<file path="src/common/irq_pkg.sv">
// Shared constants and carrier types of the single vector interrupt unit.
// Assumes one system clock domain; all event inputs are synchronous pulses.
package irq_pkg;

  // Source counts and flag bit layout
  localparam int NUM_SRC       = 46;
  localparam int NUM_GRP       = 9;
  localparam int SRC_WDT       = 0;
  localparam int SRC_RTC_TOD   = 1;
  localparam int SRC_RTC_SUB   = 2;
  localparam int SRC_EXT       = 3;
  localparam int NUM_EXT       = 16;
  localparam int SRC_UART0     = 19;
  localparam int SRC_UART1     = 21;
  localparam int NUM_UART_SRC  = 2;
  localparam int SRC_SPI       = 23;
  localparam int NUM_SPI_SRC   = 4;
  localparam int SRC_TMR0      = 27;
  localparam int NUM_TMR_SRC   = 4;
  localparam int NUM_TMR       = 3;
  localparam int SRC_OW        = 39;
  localparam int NUM_OW_SRC    = 7;
  localparam int NUM_SYS_SRC   = 3;

  // Group bits of the source id register
  localparam int GRP_SYS       = 0;
  localparam int GRP_EXT       = 1;
  localparam int GRP_UART0     = 2;
  localparam int GRP_UART1     = 3;
  localparam int GRP_SPI       = 4;
  localparam int GRP_TMR0      = 5;
  localparam int GRP_OW        = 8;

  // Flags raised by asynchronous logic (RTC alarms, external pins)
  localparam logic [NUM_SRC-1:0] ASYNC_MASK = 46'h0000_0007_FFFE;

  // Reset values
  localparam logic [15:0]        VECTOR_RESET = 16'h0000;
  localparam logic [NUM_SRC-1:0] FLAGS_RESET  = 46'h0;
  localparam logic [NUM_GRP-1:0] ID_RESET     = 9'h0;

  // Watchdog timing, in system clocks
  localparam int WDT_WARN_CLKS = 512;
  localparam int WDT_EXP_MIN   = 12;
  localparam int WDT_EXP_STEP  = 3;
  localparam int WDT_CNT_W     = 22;

  typedef enum logic [1:0] {
    ST_IDLE = 2'b00,
    ST_REQ  = 2'b01,
    ST_SERV = 2'b11
  } core_state_e;

  typedef struct packed {
    logic        rtc_tod;   // Time-of-day alarm
    logic        rtc_sub;   // Subsecond alarm
    logic [1:0]  uart_rx;   // Index = port number
    logic [1:0]  uart_tx;
    logic [3:0]  spi;       // 3 mode fault, 2 write collision, 1 overrun, 0 done
    logic [11:0] tmr;       // 4 per timer: 3 low cmp, 2 low ovf, 1 cap/cmp, 0 ovf
    logic [6:0]  ow;        // 6 presence .. 0 line low
  } periph_events_s;

  typedef struct packed {
    logic        wr;
    logic [15:0] data;
  } vector_write_s;

endpackage : irq_pkg

</file>
<file path="src/verilog/flag_bank.sv">
// Sticky interrupt flags with per-source enables and request drop timing.
// Assumes set and clear vectors are one-cycle pulses on the system clock.
`timescale 1ns/1ns
`default_nettype none
module flag_bank #(
  parameter int                   WIDTH = irq_pkg::NUM_SRC,
  parameter logic [WIDTH-1:0]     ASYNC = irq_pkg::ASYNC_MASK
) (
  input  wire logic             ref_clk,  // System clock
  input  wire logic             rst_n,    // Asynchronous reset, active low
  input  wire logic [WIDTH-1:0] set,      // Event pulses
  input  wire logic [WIDTH-1:0] clr,      // Flag clear pulses from software
  input  wire logic [WIDTH-1:0] src_en,   // Per-source enables
  output logic      [WIDTH-1:0] flags,    // Flag state
  output logic      [WIDTH-1:0] pend      // Enabled pending sources
);

  logic [WIDTH-1:0] flag_reg;
  logic [WIDTH-1:0] flag_next;
  logic [WIDTH-1:0] pend_now;
  logic [WIDTH-1:0] pend_d_reg;

  // Set wins over a clear in the same cycle; enables do not gate the flag
  assign flag_next = (flag_reg & ~clr) | set;
  assign pend_now  = flag_reg & src_en;
  // Sync flags hold their request one cycle longer after a clear
  assign pend      = (pend_now & ASYNC) | ((pend_now | pend_d_reg) & ~ASYNC);
  assign flags     = flag_reg;

  always_ff @(posedge ref_clk or negedge rst_n) begin
    if (!rst_n) begin
      flag_reg   <= '0;
      pend_d_reg <= '0;
    end else begin
      flag_reg   <= flag_next;
      pend_d_reg <= pend_now;
    end
  end

endmodule : flag_bank
`default_nettype wire

</file>
<file path="src/verilog/single_vector_interrupt_unit.sv">
// Single vector interrupt unit: flags, three enable levels, one vectored
// request to the core, source id register and watchdog early warning.
// Assumes the core acknowledges a request and pulses a return strobe.
//
// Notes on behaviour
// - Each flag sets on its event even when any enable level is off.
// - Global, module and per-source enables each can block a request.
// - All sources share one software-written vector handed to the core.
// - The vector register resets to 0000h.
// - A readable id register shows which group holds a pending source.
// - Request drops one cycle after clearing async flags, two for sync.
// - No hardware priority; software polls flags to order service.
// - Sixteen external interrupt inputs, 0 to 15, each with a flag.
// - SPI gives mode fault, write collision, overrun and done sources.
// - Timers 0 to 2 each give four interrupt sources.
// - Single-wire master gives seven interrupt sources.
// - Serial ports 0 and 1 give receive and transmit sources.
// - RTC time-of-day and subsecond alarms; either wakes from stop.
// - Watchdog interrupt comes 511 clocks before its system reset.
// - Every second-type port pin can raise an external interrupt.
`timescale 1ns/1ns
`default_nettype none
module single_vector_interrupt_unit #(
  parameter int WDT_EXP_MIN  = irq_pkg::WDT_EXP_MIN,    // Shortest timeout, as 2^n clocks
  parameter int WDT_EXP_STEP = irq_pkg::WDT_EXP_STEP,   // Exponent step per select value
  parameter int WDT_WARN     = irq_pkg::WDT_WARN_CLKS   // Warning lead before reset
) (
  input  wire logic                            ref_clk,      // System clock, 50 MHz
  input  wire logic                            rst_n,        // Asynchronous reset, active low
  input  wire irq_pkg::periph_events_s         periph_evt,   // Peripheral event pulses
  input  wire logic [irq_pkg::NUM_EXT-1:0]     ext_pin,      // Port pins with interrupt use
  input  wire logic [irq_pkg::NUM_EXT-1:0]     ext_fall,     // 1: falling edge, 0: rising
  input  wire logic                            glob_en,      // Global interrupt enable
  input  wire logic [irq_pkg::NUM_GRP-1:0]     mod_en,       // Module enables
  input  wire logic [irq_pkg::NUM_SRC-1:0]     src_en,       // Per-source enables
  input  wire logic [irq_pkg::NUM_SRC-1:0]     flag_clr,     // Flag clear pulses
  input  wire irq_pkg::vector_write_s          vec_wr,       // Vector register write
  input  wire logic                            core_ack,     // Core took the request
  input  wire logic                            return_from_interrupt, // End of service
  input  wire logic                            wdt_run,      // Watchdog counting
  input  wire logic                            wdt_restart,  // Software restarts watchdog
  input  wire logic [1:0]                      wdt_sel,      // Timeout select
  output logic                                 irq_req,      // Request to the core
  output logic [15:0]                          interrupt_vector_register, // Service address
  output logic [irq_pkg::NUM_GRP-1:0]          interrupt_source_id_register, // Pending groups
  output logic [irq_pkg::NUM_SRC-1:0]          flags_out,    // All source flags
  output logic                                 stop_wake,    // Wake pulse out of stop
  output logic                                 wdt_sys_reset // Watchdog reset pulse
);

  localparam int NS = irq_pkg::NUM_SRC;
  localparam int NG = irq_pkg::NUM_GRP;
  localparam int CW = irq_pkg::WDT_CNT_W;

  // OR of a field of the pending vector
  function automatic logic field_any(input logic [NS-1:0] v, input int lo, input int n);
    logic r;
    r = 1'b0;
    for (int i = 0; i < NS; i++) begin
      if (i >= lo && i < lo + n) begin
        r = r | v[i];
      end
    end
    return r;
  endfunction : field_any

  // Watchdog period for a select value
  function automatic logic [CW-1:0] wdt_period(input logic [1:0] sel);
    return CW'(1) << (WDT_EXP_MIN + WDT_EXP_STEP * int'(sel));
  endfunction : wdt_period

  // ---------------- External pins ----------------
  logic [irq_pkg::NUM_EXT-1:0] ext_prev_reg;
  logic [irq_pkg::NUM_EXT-1:0] ext_rise;
  logic [irq_pkg::NUM_EXT-1:0] ext_fall_det;
  logic [irq_pkg::NUM_EXT-1:0] ext_evt;

  assign ext_rise     = ext_pin & ~ext_prev_reg;
  assign ext_fall_det = ~ext_pin & ext_prev_reg;
  assign ext_evt      = (ext_fall & ext_fall_det) | (~ext_fall & ext_rise);

  always_ff @(posedge ref_clk or negedge rst_n) begin
    if (!rst_n) begin
      ext_prev_reg <= '0;
    end else begin
      ext_prev_reg <= ext_pin;
    end
  end

  // ---------------- Watchdog ----------------
  logic [CW-1:0] wdt_cnt_reg;
  logic [CW-1:0] wdt_cnt_next;
  logic [CW-1:0] wdt_per;
  logic          wdt_warn_hit;
  logic          wdt_end_hit;
  logic          wdt_rst_reg;

  assign wdt_per      = wdt_period(wdt_sel);
  assign wdt_warn_hit = wdt_run && (wdt_cnt_reg == wdt_per - CW'(WDT_WARN));
  assign wdt_end_hit  = wdt_run && (wdt_cnt_reg == wdt_per - CW'(1));
  assign wdt_cnt_next = (wdt_restart || wdt_end_hit || !wdt_run) ? '0
                        : wdt_cnt_reg + CW'(1);

  always_ff @(posedge ref_clk or negedge rst_n) begin
    if (!rst_n) begin
      wdt_cnt_reg <= '0;
      wdt_rst_reg <= 1'b0;
    end else begin
      wdt_cnt_reg <= wdt_cnt_next;
      wdt_rst_reg <= wdt_end_hit && !wdt_restart;
    end
  end

  // ---------------- Flag set vector ----------------
  logic [NS-1:0] set_vec;

  assign set_vec[irq_pkg::SRC_WDT]     = wdt_warn_hit && !wdt_restart;
  assign set_vec[irq_pkg::SRC_RTC_TOD] = periph_evt.rtc_tod;
  assign set_vec[irq_pkg::SRC_RTC_SUB] = periph_evt.rtc_sub;
  assign set_vec[irq_pkg::SRC_EXT +: irq_pkg::NUM_EXT] = ext_evt;
  assign set_vec[irq_pkg::SRC_UART0 +: irq_pkg::NUM_UART_SRC] =
    {periph_evt.uart_tx[0], periph_evt.uart_rx[0]};
  assign set_vec[irq_pkg::SRC_UART1 +: irq_pkg::NUM_UART_SRC] =
    {periph_evt.uart_tx[1], periph_evt.uart_rx[1]};
  assign set_vec[irq_pkg::SRC_SPI +: irq_pkg::NUM_SPI_SRC] = periph_evt.spi;
  assign set_vec[irq_pkg::SRC_TMR0 +: irq_pkg::NUM_TMR_SRC * irq_pkg::NUM_TMR] =
    periph_evt.tmr;
  assign set_vec[irq_pkg::SRC_OW +: irq_pkg::NUM_OW_SRC] = periph_evt.ow;

  // ---------------- Flags ----------------
  logic [NS-1:0] flags;
  logic [NS-1:0] pend;

  flag_bank #(
    .WIDTH (NS),
    .ASYNC (irq_pkg::ASYNC_MASK)
  ) u_flags (
    .ref_clk (ref_clk),
    .rst_n   (rst_n),
    .set     (set_vec),
    .clr     (flag_clr),
    .src_en  (src_en),
    .flags   (flags),
    .pend    (pend)
  );

  // ---------------- Group pending and request ----------------
  logic [NG-1:0] grp_raw;
  logic [NG-1:0] grp_pend;
  logic          req_any;

  assign grp_raw[irq_pkg::GRP_SYS]   = field_any(pend, irq_pkg::SRC_WDT, irq_pkg::NUM_SYS_SRC);
  assign grp_raw[irq_pkg::GRP_EXT]   = field_any(pend, irq_pkg::SRC_EXT, irq_pkg::NUM_EXT);
  assign grp_raw[irq_pkg::GRP_UART0] = field_any(pend, irq_pkg::SRC_UART0,
                                                 irq_pkg::NUM_UART_SRC);
  assign grp_raw[irq_pkg::GRP_UART1] = field_any(pend, irq_pkg::SRC_UART1,
                                                 irq_pkg::NUM_UART_SRC);
  assign grp_raw[irq_pkg::GRP_SPI]   = field_any(pend, irq_pkg::SRC_SPI, irq_pkg::NUM_SPI_SRC);
  assign grp_raw[irq_pkg::GRP_TMR0]     = field_any(pend, irq_pkg::SRC_TMR0,
                                                    irq_pkg::NUM_TMR_SRC);
  assign grp_raw[irq_pkg::GRP_TMR0 + 1] = field_any(pend,
                                                    irq_pkg::SRC_TMR0 + irq_pkg::NUM_TMR_SRC,
                                                    irq_pkg::NUM_TMR_SRC);
  assign grp_raw[irq_pkg::GRP_TMR0 + 2] = field_any(pend,
                                                    irq_pkg::SRC_TMR0 + 2 * irq_pkg::NUM_TMR_SRC,
                                                    irq_pkg::NUM_TMR_SRC);
  assign grp_raw[irq_pkg::GRP_OW]    = field_any(pend, irq_pkg::SRC_OW, irq_pkg::NUM_OW_SRC);

  // All sources funnel into one request; no ordering among them
  assign grp_pend = grp_raw & mod_en;
  assign req_any  = glob_en && (|grp_pend);

  // ---------------- Core handshake ----------------
  irq_pkg::core_state_e state_reg;
  irq_pkg::core_state_e state_next;

  always_comb begin
    state_next = state_reg;
    case (state_reg)
      irq_pkg::ST_IDLE: begin
        if (req_any) begin
          state_next = irq_pkg::ST_REQ;
        end
      end
      irq_pkg::ST_REQ: begin
        if (!req_any) begin
          state_next = irq_pkg::ST_IDLE;
        end else if (core_ack) begin
          state_next = irq_pkg::ST_SERV;
        end
      end
      irq_pkg::ST_SERV: begin
        if (return_from_interrupt) begin
          state_next = irq_pkg::ST_IDLE;
        end
      end
      default: begin
        state_next = irq_pkg::ST_IDLE;
      end
    endcase
  end

  logic [15:0]   vec_reg;
  logic [NG-1:0] id_reg;
  logic          req_reg;
  logic          wake_reg;
  logic [NS-1:0] flags_reg;
  logic          wake_evt;

  assign wake_evt = periph_evt.rtc_tod || periph_evt.rtc_sub
                    || (mod_en[irq_pkg::GRP_EXT]
                        && |(ext_evt & src_en[irq_pkg::SRC_EXT +: irq_pkg::NUM_EXT]));

  always_ff @(posedge ref_clk or negedge rst_n) begin
    if (!rst_n) begin
      state_reg <= irq_pkg::ST_IDLE;
      req_reg   <= 1'b0;
      vec_reg   <= irq_pkg::VECTOR_RESET;
      id_reg    <= irq_pkg::ID_RESET;
      wake_reg  <= 1'b0;
      flags_reg <= irq_pkg::FLAGS_RESET;
    end else begin
      state_reg <= state_next;
      req_reg   <= (state_next == irq_pkg::ST_REQ);
      if (vec_wr.wr) begin
        vec_reg <= vec_wr.data;
      end
      id_reg    <= grp_pend;
      wake_reg  <= wake_evt;
      flags_reg <= flags;
    end
  end

  assign irq_req                      = req_reg;
  assign interrupt_vector_register    = vec_reg;
  assign interrupt_source_id_register = id_reg;
  assign flags_out                    = flags_reg;
  assign stop_wake                    = wake_reg;
  assign wdt_sys_reset                = wdt_rst_reg;

endmodule : single_vector_interrupt_unit
`default_nettype wire

</file>
<file path="config.mk">
export PLATFORM = sky130hd
export DESIGN_NAME = single_vector_interrupt_unit
export DESIGN_NICKNAME = d
export VERILOG_FILES = /design/src/common/irq_pkg.sv /design/src/verilog/flag_bank.sv /design/src/verilog/single_vector_interrupt_unit.sv
export SDC_FILE = /design/constraint.sdc
export NUM_CORES = 1
export LEC_CHECK = 0
export ABC_CLOCK_PERIOD_IN_PS = 3300
export BUFFER_PORTS_ARGS = -buffer_cell sky130_fd_sc_hd__clkbuf_2
export CAP_MARGIN = 20
export CORE_MARGIN = 2
export CORE_UTILIZATION = 34
export DETAILED_ROUTE_END_ITERATION = 8
export GPL_TIMING_DRIVEN = 1
export PLACE_DENSITY = 0.61
export SYNTH_ARGS = -nofsm -noshare
export SYNTH_HDL_FRONTEND = slang
export SYNTH_SLANG_ARGS = --single-unit
</file>
<file path="constraint.sdc">
create_clock -name ref_clk -period 3.3 [get_ports ref_clk]
set_input_delay 0.495 -clock ref_clk [delete_from_list [all_inputs] [get_ports ref_clk]]
set_output_delay 0.495 -clock ref_clk [all_outputs]
set_load 0.005 [all_outputs]
</file>
==> results of run 1 <==
## layout make-up
class                   instances  area, um^2
fillers                      1927       10900
flip-flops and latches        188        4700
multi-input cells             304        2040
repair buffers                267        1370
clock buffers                  18         439
well taps                     270         338
inverters                      49         184
clock inverters                14         148
## per-layer routing
metal	GRT usage, %	wire length (um)	up-vias
met4	4.66	218	2
met5	0	13	-
met2	24.9	7550	176
li1	-	-	2424
met1	20.0	6890	2367
met3	5.16	1250	17
## stage by stage
stage / setup WS, ns / instance area, um^2
after floorplan: 1.00 / 6940
after global placement: 0.747 / 8640
after detailed placement: 0.678 / 8640
after CTS: 0.820 / 9220
after global routing: 0.716 / 9220
final: 0.849 / 9220
## synth_stat cells (2+ instances only)
library cell	n
a22o_1	2
mux2_2	16
or4_1	7
xor2_1	13
xnor2_1	10
clkbuf_1	5
or2_2	4
ha_1	3
a22oi_1	12
inv_1	49
nand2b_1	16
dfrtp_1	188
a21o_1	45
or3_1	2
nand3b_1	6
nor2_1	30
a221oi_1	2
and2_1	29
a21oi_1	3
o22ai_1	13
o21ai_0	6
nand2_1	26
nand4_1	9
nand3_1	13
and4_1	2
nor3_1	5
o21ai_1	2
o41a_1	7
nor4_1	4
and3_1	2
## power by group through the flow
stage	clock network, mW	logic (mW)	registers, mW
final	2.04	0.462	2.53
after global routing	2.21	0.521	2.55
after CTS	2.11	0.475	2.53
after detailed placement	0	0.473	2.58
after global placement	0	0.469	2.57
after floorplan	0	0.167	2.57
## worst max-delay path by stage
stage / to / from / depth (start not counted)
after floorplan: state_reg[1]$_DFF_PN0_ / src_en[24] / 6
final: state_reg[1]$_DFF_PN0_ / u_flags.flags[24]$_DFF_PN0_ / 6
after global placement: state_reg[1]$_DFF_PN0_ / src_en[24] / 7
after global routing: state_reg[1]$_DFF_PN0_ / u_flags.flags[24]$_DFF_PN0_ / 6
after CTS: state_reg[1]$_DFF_PN0_ / u_flags.flags[24]$_DFF_PN0_ / 6
after detailed placement: state_reg[1]$_DFF_PN0_ / src_en[24] / 7
## kinds of logic (layout without fill, tap and decap cells)
| family | after synthesis | in the layout | share of synthesized area, % |
|---|---|---|---|
| buffers and inverters | 54 | 348 | 2.92 |
| AO/OA/AOI/OAI | 98 | 98 | 10.6 |
| other | 1 | 4 | 0.0541 |
| AND/OR/NAND/NOR | 160 | 160 | 12.5 |
| XOR/XNOR | 23 | 23 | 2.91 |
| adder cells (fa/ha/maj) | 3 | 3 | 0.541 |
| flip-flops | 188 | 188 | 67.9 |
| multiplexers | 16 | 16 | 2.60 |
==> summary.txt, run 1 <==
Run status
  • Status: completed

Drt
  • DRT iter0 DRCs: 117
  • Routed WL: 15.9 mm
  • DRC Markers: 0
  • DR vias: 4986
  • Remaining antenna violation count: 0
  • Wire per inst: 14.3 um
  • Via/cell ratio: 4.49
  • DRT Pass-1 Iters: 4

STA
  • Period minus WS final: 2.45 ns
  • Slew Viols, Final: 0
  • TNS Setup: 0 ns
  • FMAX: 0.408 GHz
  • Endpoints failing hold: 0
  • Final Skew: 0.00750 ns
  • Tcrit/Tclk final: 74.3%
  • RSZ-0062 raised after global routing: false
  • Worst-Margin Slew: 0.618 ns
  • Final setup fails: 0
  • Relative slew slack: 58.8%
  • Hold slack: 0.0515 ns

Critical path
  • Setup CP Type: reg -> reg
  • Critical R2R Capture: state_reg[1]$_DFF_PN0_
  • WP data required: 3.59 ns
  • CP max stage cell: or4_1
  • R2R depth: 6
  • Arr. time, crit path: 2.74 ns
  • CP delay by family, top: simple AND/OR/NAND/NOR gates
  • CP Max Fanout: 3
  • Critical Path End Type: flip-flop
  • Crit-path cells: and2_4 > or2_2 > o41a_1 > or4_1 > o41ai_2 > o21ai_1
  • Worst path bufs/invs: 0
  • Reg2reg setup slack: 0.85 ns
  • Max incr delay on CP: 0.60 ns
  • Startpoint Class: flip-flop
  • Reg-to-reg critical path startpoint: u_flags.flags[24]$_DFF_PN0_

Clock network
  • Total CTS buffers: 17
  • Clk sinks: 188
  • Setup bufs post-CTS: 0
  • Post-cts resize count: 0
  • Worst-Skew Late Latency: 0.42 ns
  • Clock-pin slew on the worst setup and hold paths: 0.07 ns
  • Clock root buffer: clkbuf_16
  • Htree depth: 4
  • Clock tree from TritonCTS: built
  • Clk buf depth: 2
  • CTS Hold Buffers Added: 0

GRT
  • GRT Total Usage: 15.5%
  • GR Overflow Total: 0
  • First-pass GRT wire length: 26.3 mm
  • Vias in the first global route: 5169
  • Initial antenna violation count: 1
  • Largest net degree at the start of global routing: 75

Floorplan
  • Initial core utilization: 34.5%
  • Chip width: 147 um
  • Die height: 147 um
  • I/O Pins: 262
  • Core ar.: 0.0201 mm^2
  • Die ar.: 0.0215 mm^2
  • # rows: 52

Layout
  • Final Core Density: 45.9%
  • Share of cells above drive strength 1: 38.2%
  • Most frequent cells in the layout: clkbuf_2 (260), dfrtp_1 (188), inv_1 (49), a21o_1 (45), nor2_1 (30)
  • Most common cell after layout, fill and taps aside: clkbuf_2
  • Inserted Diodes: 0
  • Total Nets Final: 1018
  • P&R area growth vs syn: 33.0%
  • Finished Layout Cells: 1110

Power and ir drop
  • Combinational share of power: 9.2%
  • Tot Pwr: 5.03 mW
  • PwrDens: 546 mW/mm^2
  • P_sw: 1.24 mW
  • LEAKAGE: 4.71 nW
  • Clock share of power: 40.5%
  • Sw frac: 24.6%
  • Sequential power share: 50.3%
  • Peak supply drop: 0.000356 V
  • Pint: 3.79 mW

Synth
  • Cells after Synth: 543
  • Post-Syn Area: 0.00693 mm^2
  • Post-synth EDFFs: 0
  • Share of the synthesized area in the top cell type: 67.9%
  • Syn avg cell area: 12.8 um^2
  • Async set or reset register ratio after synthesis: 100%
  • Area leader, netlist: dfrtp_1
  • Post-synthesis sequential area ratio: 67.9%
  • Register bit total from synthesis: 188
  • Ys Warns: 0
  • Top cells by area, synth: dfrtp_1 (68%), a21o_1 (4.9%), inv_1 (2.7%), and2_1 (2.6%), mux2_2 (2.6%)
  • Dominant synthesized flop cell: dfrtp_1
  • Library cells used by synthesis: 42

Placement
  • Dpl cells: 1078
  • Routability cong.: 0.810
  • DPL Wire Length: 12.5 mm
  • PortBufs: 261

Hold path
  • Hold WC Path Type: in -> async

Flow run
  • Max-cap violations: 0
Power figures use the tool's default switching activity.
==> run 2: changes to the inputs <==
ABC_CLOCK_PERIOD_IN_PS = 2100   (was 3300)
PLACE_DENSITY = 0.63   (was 0.61)
clock period = 2.1 ns   (was 3.3 ns; I/O delays follow)
==> run 2 against run 1 <==
- the run now ends with setup timing left
- clock power grew 51%
- critical path depth is 1 lower
- fmax rose by 4.9%
- die area unchanged
- largest cell class unchanged
- via count grew 2.0%
- final cell count is 2.7% higher
- non-clock buffer count is 31 higher
==> summary.txt, run 2 (same netlist as run 1, synthesis figures left out) <==
Run status
  • Status: finished with violations
  • Violated checks: setup timing

Critical path
  • WP data required: 2.39 ns
  • Startpoint Class: flip-flop
  • Arr. time, crit path: 2.63 ns
  • Setup CP Type: reg -> reg
  • CP Max Fanout: 3
  • Max incr delay on CP: 0.59 ns
  • Critical Path End Type: flip-flop
  • CP max stage cell: or4_4
  • Crit-path cells: or4_1 > o41a_1 > or4_4 > o41ai_4 > nand2_1

Power and ir drop
  • PwrDens: 827 mW/mm^2
  • Pint: 5.89 mW
  • P_sw: 1.97 mW
  • Sequential power share: 50.6%
  • Combinational share of power: 10.1%
  • Sw frac: 25.0%
  • LEAKAGE: 4.85 nW
  • Clock share of power: 39.3%
  • Peak supply drop: 0.000531 V

Placement
  • PortBufs: 261
  • DPL Wire Length: 12.4 mm
  • Routability cong.: 0.788

STA
  • RSZ-0062 raised after global routing: true
  • Slew Viols, Final: 0
  • Period minus WS final: 2.34 ns
  • Worst-Margin Slew: 0.529 ns
  • Endpoints failing hold: 0
  • Relative slew slack: 64.8%
  • Tcrit/Tclk final: 111%
  • FMAX: 0.428 GHz
  • Final setup fails: 3
  • Final Skew: 0.0121 ns
  • Worst Slack Setup Final: -0.237 ns
  • TNS Setup: -0.651 ns

GRT
  • Vias in the first global route: 5347
  • Initial antenna violation count: 0
  • First-pass GRT wire length: 26.3 mm
  • GR Overflow Total: 0
  • Largest net degree at the start of global routing: 60
  • GRT Total Usage: 15.4%

Clock network
  • Setup bufs post-CTS: 0
  • Clock root buffer: clkbuf_16
  • Worst-Skew Late Latency: 0.43 ns
  • Clock-pin slew on the worst setup and hold paths: 0.07 ns
  • Htree depth: 4
  • Clock tree from TritonCTS: built
  • Clk sinks: 188
  • Total CTS buffers: 17
  • Clk buf depth: 2

Drt
  • Via/cell ratio: 4.46
  • Wire per inst: 14.2 um
  • Remaining antenna violation count: 0
  • DRT iter0 DRCs: 119
  • DRT Pass-1 Iters: 4
  • DR vias: 5086
  • DRC Markers: 0
  • Routed WL: 16.2 mm

Floorplan
  • Initial core utilization: 34.5%
  • # rows: 52
  • Die ar.: 0.0215 mm^2
  • Die height: 147 um
  • Core ar.: 0.0201 mm^2
  • I/O Pins: 262
  • Chip width: 147 um

Layout
  • Total Nets Final: 1049
  • Final Core Density: 47.2%
  • P&R area growth vs syn: 37.0%
  • Inserted Diodes: 0
  • Fill count: 1869
  • Most frequent cells in the layout: clkbuf_2 (260), dfrtp_1 (188), inv_1 (49), a21o_1 (45), nor2_1 (30)
  • Most common cell after layout, fill and taps aside: clkbuf_2
  • Share of cells above drive strength 1: 39.3%

Hold path
  • Hold WC Path Type: in -> reg

Flow run
  • Max-cap violations: 0
[run 2: cell types whose count changed in the layout (fill, tap and decap cells not counted), moves of 2 or more]
cell           change
buf_12             +2
buf_4             +19
inv_6              -3
dlygate4sd3_1     +10
inv_8              +2
[run 2: final timing paths]
kind                       slack, ns                        startpoint  cells after the start                                        to
max                            -0.24  u_flags.pend_d_reg[23]$_DFF_PN0_                      5                    state_reg[0]$_DFF_PN0_
min                             0.03                        ext_pin[6]                      1                 ext_prev_reg[6]$_DFF_PN0_
max reg2reg                    -0.24  u_flags.pend_d_reg[23]$_DFF_PN0_                      5                    state_reg[0]$_DFF_PN0_
min reg2reg                     0.39       u_flags.flags[45]$_DFF_PN0_                      0                   flags_out[45]$_DFF_PN0_
max in group asynchronous       0.96                             rst_n                      3          u_flags.pend_d_reg[27]$_DFF_PN0_
min in group asynchronous       0.45                             rst_n                      2  interrupt_vector_register[5]$_DFFE_PN0P_
[run 2: power by group through the flow]
stage          clock [mW]  sequential [mW]  combinational (mW)
4_1_cts              3.21             3.97               0.811
6_report             3.09             3.97               0.796
2_1_floorplan           0             4.04               0.263
3_3_place_gp            0             4.04               0.785
5_1_grt              3.37             4.00               0.889
3_5_place_dp            0             4.04               0.791
[run 2: metal layers]
| layer | up-vias | GRT usage, % | wire length (um) |
|---|---|---|---|
| li1 | 2484 | - | - |
| met1 | 2415 | 19.4 | 7100 |
| met2 | 172 | 25.4 | 7760 |
| met3 | 15 | 5.19 | 1120 |
| met4 | 0 | 4.47 | 209 |
| met5 | - | 0 | 0 |
[run 2: metrics by stage]
stage / cells / setup slack [ns] / hold slack [ns] / power (mW) / instance area, um^2
final: 1140 / -0.237 / 0.0260 / 7.85 / 9500
after global routing: 1140 / -0.331 / 0.00206 / 8.26 / 9500
after CTS: 1137 / -0.251 / 0.0000710 / 8.00 / 9470
after detailed placement: 1099 / -0.321 / 0.336 / 4.83 / 8820
after global placement: 1099 / -0.300 / 0.334 / 4.82 / 8820
after floorplan: 546 / -0.0890 / 0.0194 / 4.30 / 6940
[run 2: area by class of cell]
cell class	instances	area (um^2)	share of cell area [%]
clock buffer	18	439	4.62
clock inverter	13	125	1.32
inverter	49	184	1.94
multi-input combinational	304	2050	21.6
sequential	188	4700	49.5
tap	270	338	3.56
timing repair buffer	298	1660	17.4
[run 2: worst max-delay path: cells and delay by family, from the launching register on]
family	cells	cell delay (ns)
AOI/OAI and AO/OA	2	0.64
and+or+nand+nor	3	1.21
DFF	1	0.35
[run 2: timing repair]
item | 4_1_cts | 5_1_grt
gates resized for setup | 2 | 0
hold buffers | 7 | 3
pin swaps | 0 | 1
endpoints found under the setup margin | 3 | 3
hold endpoints to repair | 58 | 3
==> run 3: changes to the inputs <==
ABC_CLOCK_PERIOD_IN_PS = 2650   (was 2100)
CELL_PAD_IN_SITES_DETAIL_PLACEMENT = 1   (was not set)
CELL_PAD_IN_SITES_GLOBAL_PLACEMENT = 2   (was not set)
CORE_UTILIZATION = 31   (was 34)
PLACE_DENSITY = 0.82   (was 0.63)
clock period = 2.65 ns   (was 2.1 ns; I/O delays follow)
==> run 3 against run 2 <==
- the run now ends clean
- wire length rose by 12%
- global-route usage rose by 0.48 points
- critical endpoint is now state_reg[1]$_DFF_PN0_
- clock skew rose by 0.0015 ns
- setup slack improved by 0.50 ns
- non-clock buffer count fell by 28
- combinational power fell by 26%
- flip-flop and latch count did not move
- hold slack improved by 0.076 ns
- via count rose by 0.57%
- final cell count fell by 1.5%
- die area rose by 9.4%
- critical path depth rose by 1
- largest power group unchanged
==> summary.txt, run 3 (same netlist as run 1, synthesis figures left out) <==
STA
  • Period minus WS final: 2.39 ns
  • Slew Viols, Final: 0
  • Final Skew: 0.0136 ns
  • TNS Setup: 0 ns
  • RSZ-0062 raised after global routing: false
  • Relative slew slack: 57.0%
  • Endpoints failing hold: 0
  • FMAX: 0.419 GHz
  • Tcrit/Tclk final: 90.1%
  • Worst-Margin Slew: 0.639 ns
  • Final setup fails: 0

GRT
  • Initial antenna violation count: 0
  • GRT Total Usage: 15.9%
  • Vias in the first global route: 5651
  • Largest net degree at the start of global routing: 63
  • GR Overflow Total: 0
  • First-pass GRT wire length: 29.2 mm

Placement
  • Routability cong.: 0.751
  • DPL Wire Length: 14.5 mm
  • PortBufs: 261

Floorplan
  • I/O Pins: 262
  • Die ar.: 0.0236 mm^2
  • Initial core utilization: 31.7%
  • Core ar.: 0.0219 mm^2
  • # rows: 54
  • Chip width: 154 um
  • Die height: 154 um

Hold path
  • Hold WC Path Type: in -> reg
  • Hold_sp: ext_pin[1]

Clock network
  • Clock tree from TritonCTS: built
  • Total CTS buffers: 17
  • Setup bufs post-CTS: 0
  • Post-cts resize count: 0
  • Clk sinks: 188
  • Clk buf depth: 2
  • Htree depth: 4
  • Worst-Skew Late Latency: 0.43 ns
  • Clock root buffer: clkbuf_16
  • Clock-pin slew on the worst setup and hold paths: 0.08 ns

Layout
  • Share of cells above drive strength 1: 38.3%
  • Most frequent cells in the layout: clkbuf_2 (260), dfrtp_1 (188), inv_1 (49), a21o_1 (45), nor2_1 (30)
  • Most common cell after layout, fill and taps aside: clkbuf_2
  • Inserted Diodes: 0
  • Total Nets Final: 1021
  • P&R area growth vs syn: 34.1%
  • Fill count: 2484

Critical path
  • Critical Path End Type: flip-flop
  • Crit-path cells: and2_4 > or2_2 > o41a_1 > or4_1 > o41ai_2 > o21ai_1
  • WP data required: 2.96 ns
  • CP Launch Point: u_flags.flags[24]$_DFF_PN0_
  • Arr. time, crit path: 2.69 ns
  • Max incr delay on CP: 0.59 ns
  • Startpoint Class: flip-flop
  • CP max stage cell: or4_1
  • Worst path bufs/invs: 0
  • Reg-to-reg critical path startpoint: u_flags.flags[24]$_DFF_PN0_
  • CP Max Fanout: 3
  • CP delay by family, top: simple AND/OR/NAND/NOR gates
  • Setup CP Type: reg -> reg

Run status
  • Status: completed

Drt
  • Remaining antenna violation count: 0
  • DRT Pass-1 Iters: 4
  • Routed WL: 18.2 mm
  • Via/cell ratio: 4.55
  • DRT iter0 DRCs: 204
  • DR vias: 5115
  • Wire per inst: 16.2 um
  • DRC Markers: 0

Power and ir drop
  • Tot Pwr: 6.31 mW
  • LEAKAGE: 4.74 nW
  • PwrDens: 679 mW/mm^2
  • Peak supply drop: 0.000368 V

Flow run
  • Max-cap violations: 0
==> run 3: cell types whose count changed in the layout (fill, tap and decap cells not counted), sizes merged <==
| cell | delta |
|---|---|
| buf | -19 |
| clkinvlp | -3 |
| dlygate4sd3 | -9 |
| clkinv | +6 |
| inv | -2 |
==> run 3: where the power goes <==
group / internal [mW] / switching (mW) / total [mW]
combinational: 0.307 / 0.283 / 0.590
sequential: 3.06 / 0.0937 / 3.15
clock: 1.30 / 1.27 / 2.57
==> run 3: layout make-up <==
type / instances / area (um^2) / share of cell area, %
clock buffers: 18 / 439 / 4.72
well taps: 280 / 350 / 3.77
inverters: 49 / 184 / 1.98
multi-input cells: 304 / 2040 / 21.9
clock inverters: 14 / 173 / 1.86
flip-flops and latches: 188 / 4700 / 50.6
repair buffers: 270 / 1410 / 15.2
==> run 3: repair_timing <==
item,CTS,global route
endpoints found under the setup margin,0,0
hold buffers,1,0
hold endpoints to repair,57,0
==> run 3: per-layer routing <==
metal	vias to the layer above	share of wire, %	global-route usage, %
li1	2420	-	-
met1	2518	42	19.0
met2	154	50	26.9
met3	23	6.5	5.47
met4	0	2.0	5.16
met5	-	0	0
==> run 3: through the flow <==
step / instances / cell area (um^2) / setup slack [ns] / hold slack, ns / util [%]
floorplan: 546 / 6940 / 0.449 / 0.102 / -
detailed placement: 1090 / 8680 / 0.189 / 0.387 / 39.6
finish: 1123 / 9300 / 0.262 / 0.102 / 42.5
global placement: 1090 / 8680 / 0.205 / 0.373 / 39.6
global route: 1123 / 9300 / 0.106 / 0.0822 / 42.5
CTS: 1123 / 9300 / 0.228 / 0.0782 / 42.5
==> run 3: worst paths after layout <==
| path | end | slack (ns) | depth (start not counted) |
|---|---|---|---|
| hold reg to reg | flags_out[33]$_DFF_PN0_ | 0.40 | 0 |
| min in group asynchronous | interrupt_vector_register[10]$_DFFE_PN0P_ | 0.50 | 2 |
| setup / recovery | state_reg[1]$_DFF_PN0_ | 0.26 | 6 |
| max in group asynchronous | wdt_cnt_reg[20]$_DFF_PN0_ | 1.44 | 3 |
| setup reg to reg | state_reg[1]$_DFF_PN0_ | 0.26 | 6 |
| hold / removal | ext_prev_reg[1]$_DFF_PN0_ | 0.10 | 1 |
==> run 3: worst register-to-register path, cell delays in order (launching register included) <==
cell	delay [ns]
dfrtp_1	0.39
and2_4	0.16
or2_2	0.30
o41a_1	0.39
or4_1	0.59
o41ai_2	0.31
o21ai_1	0.12
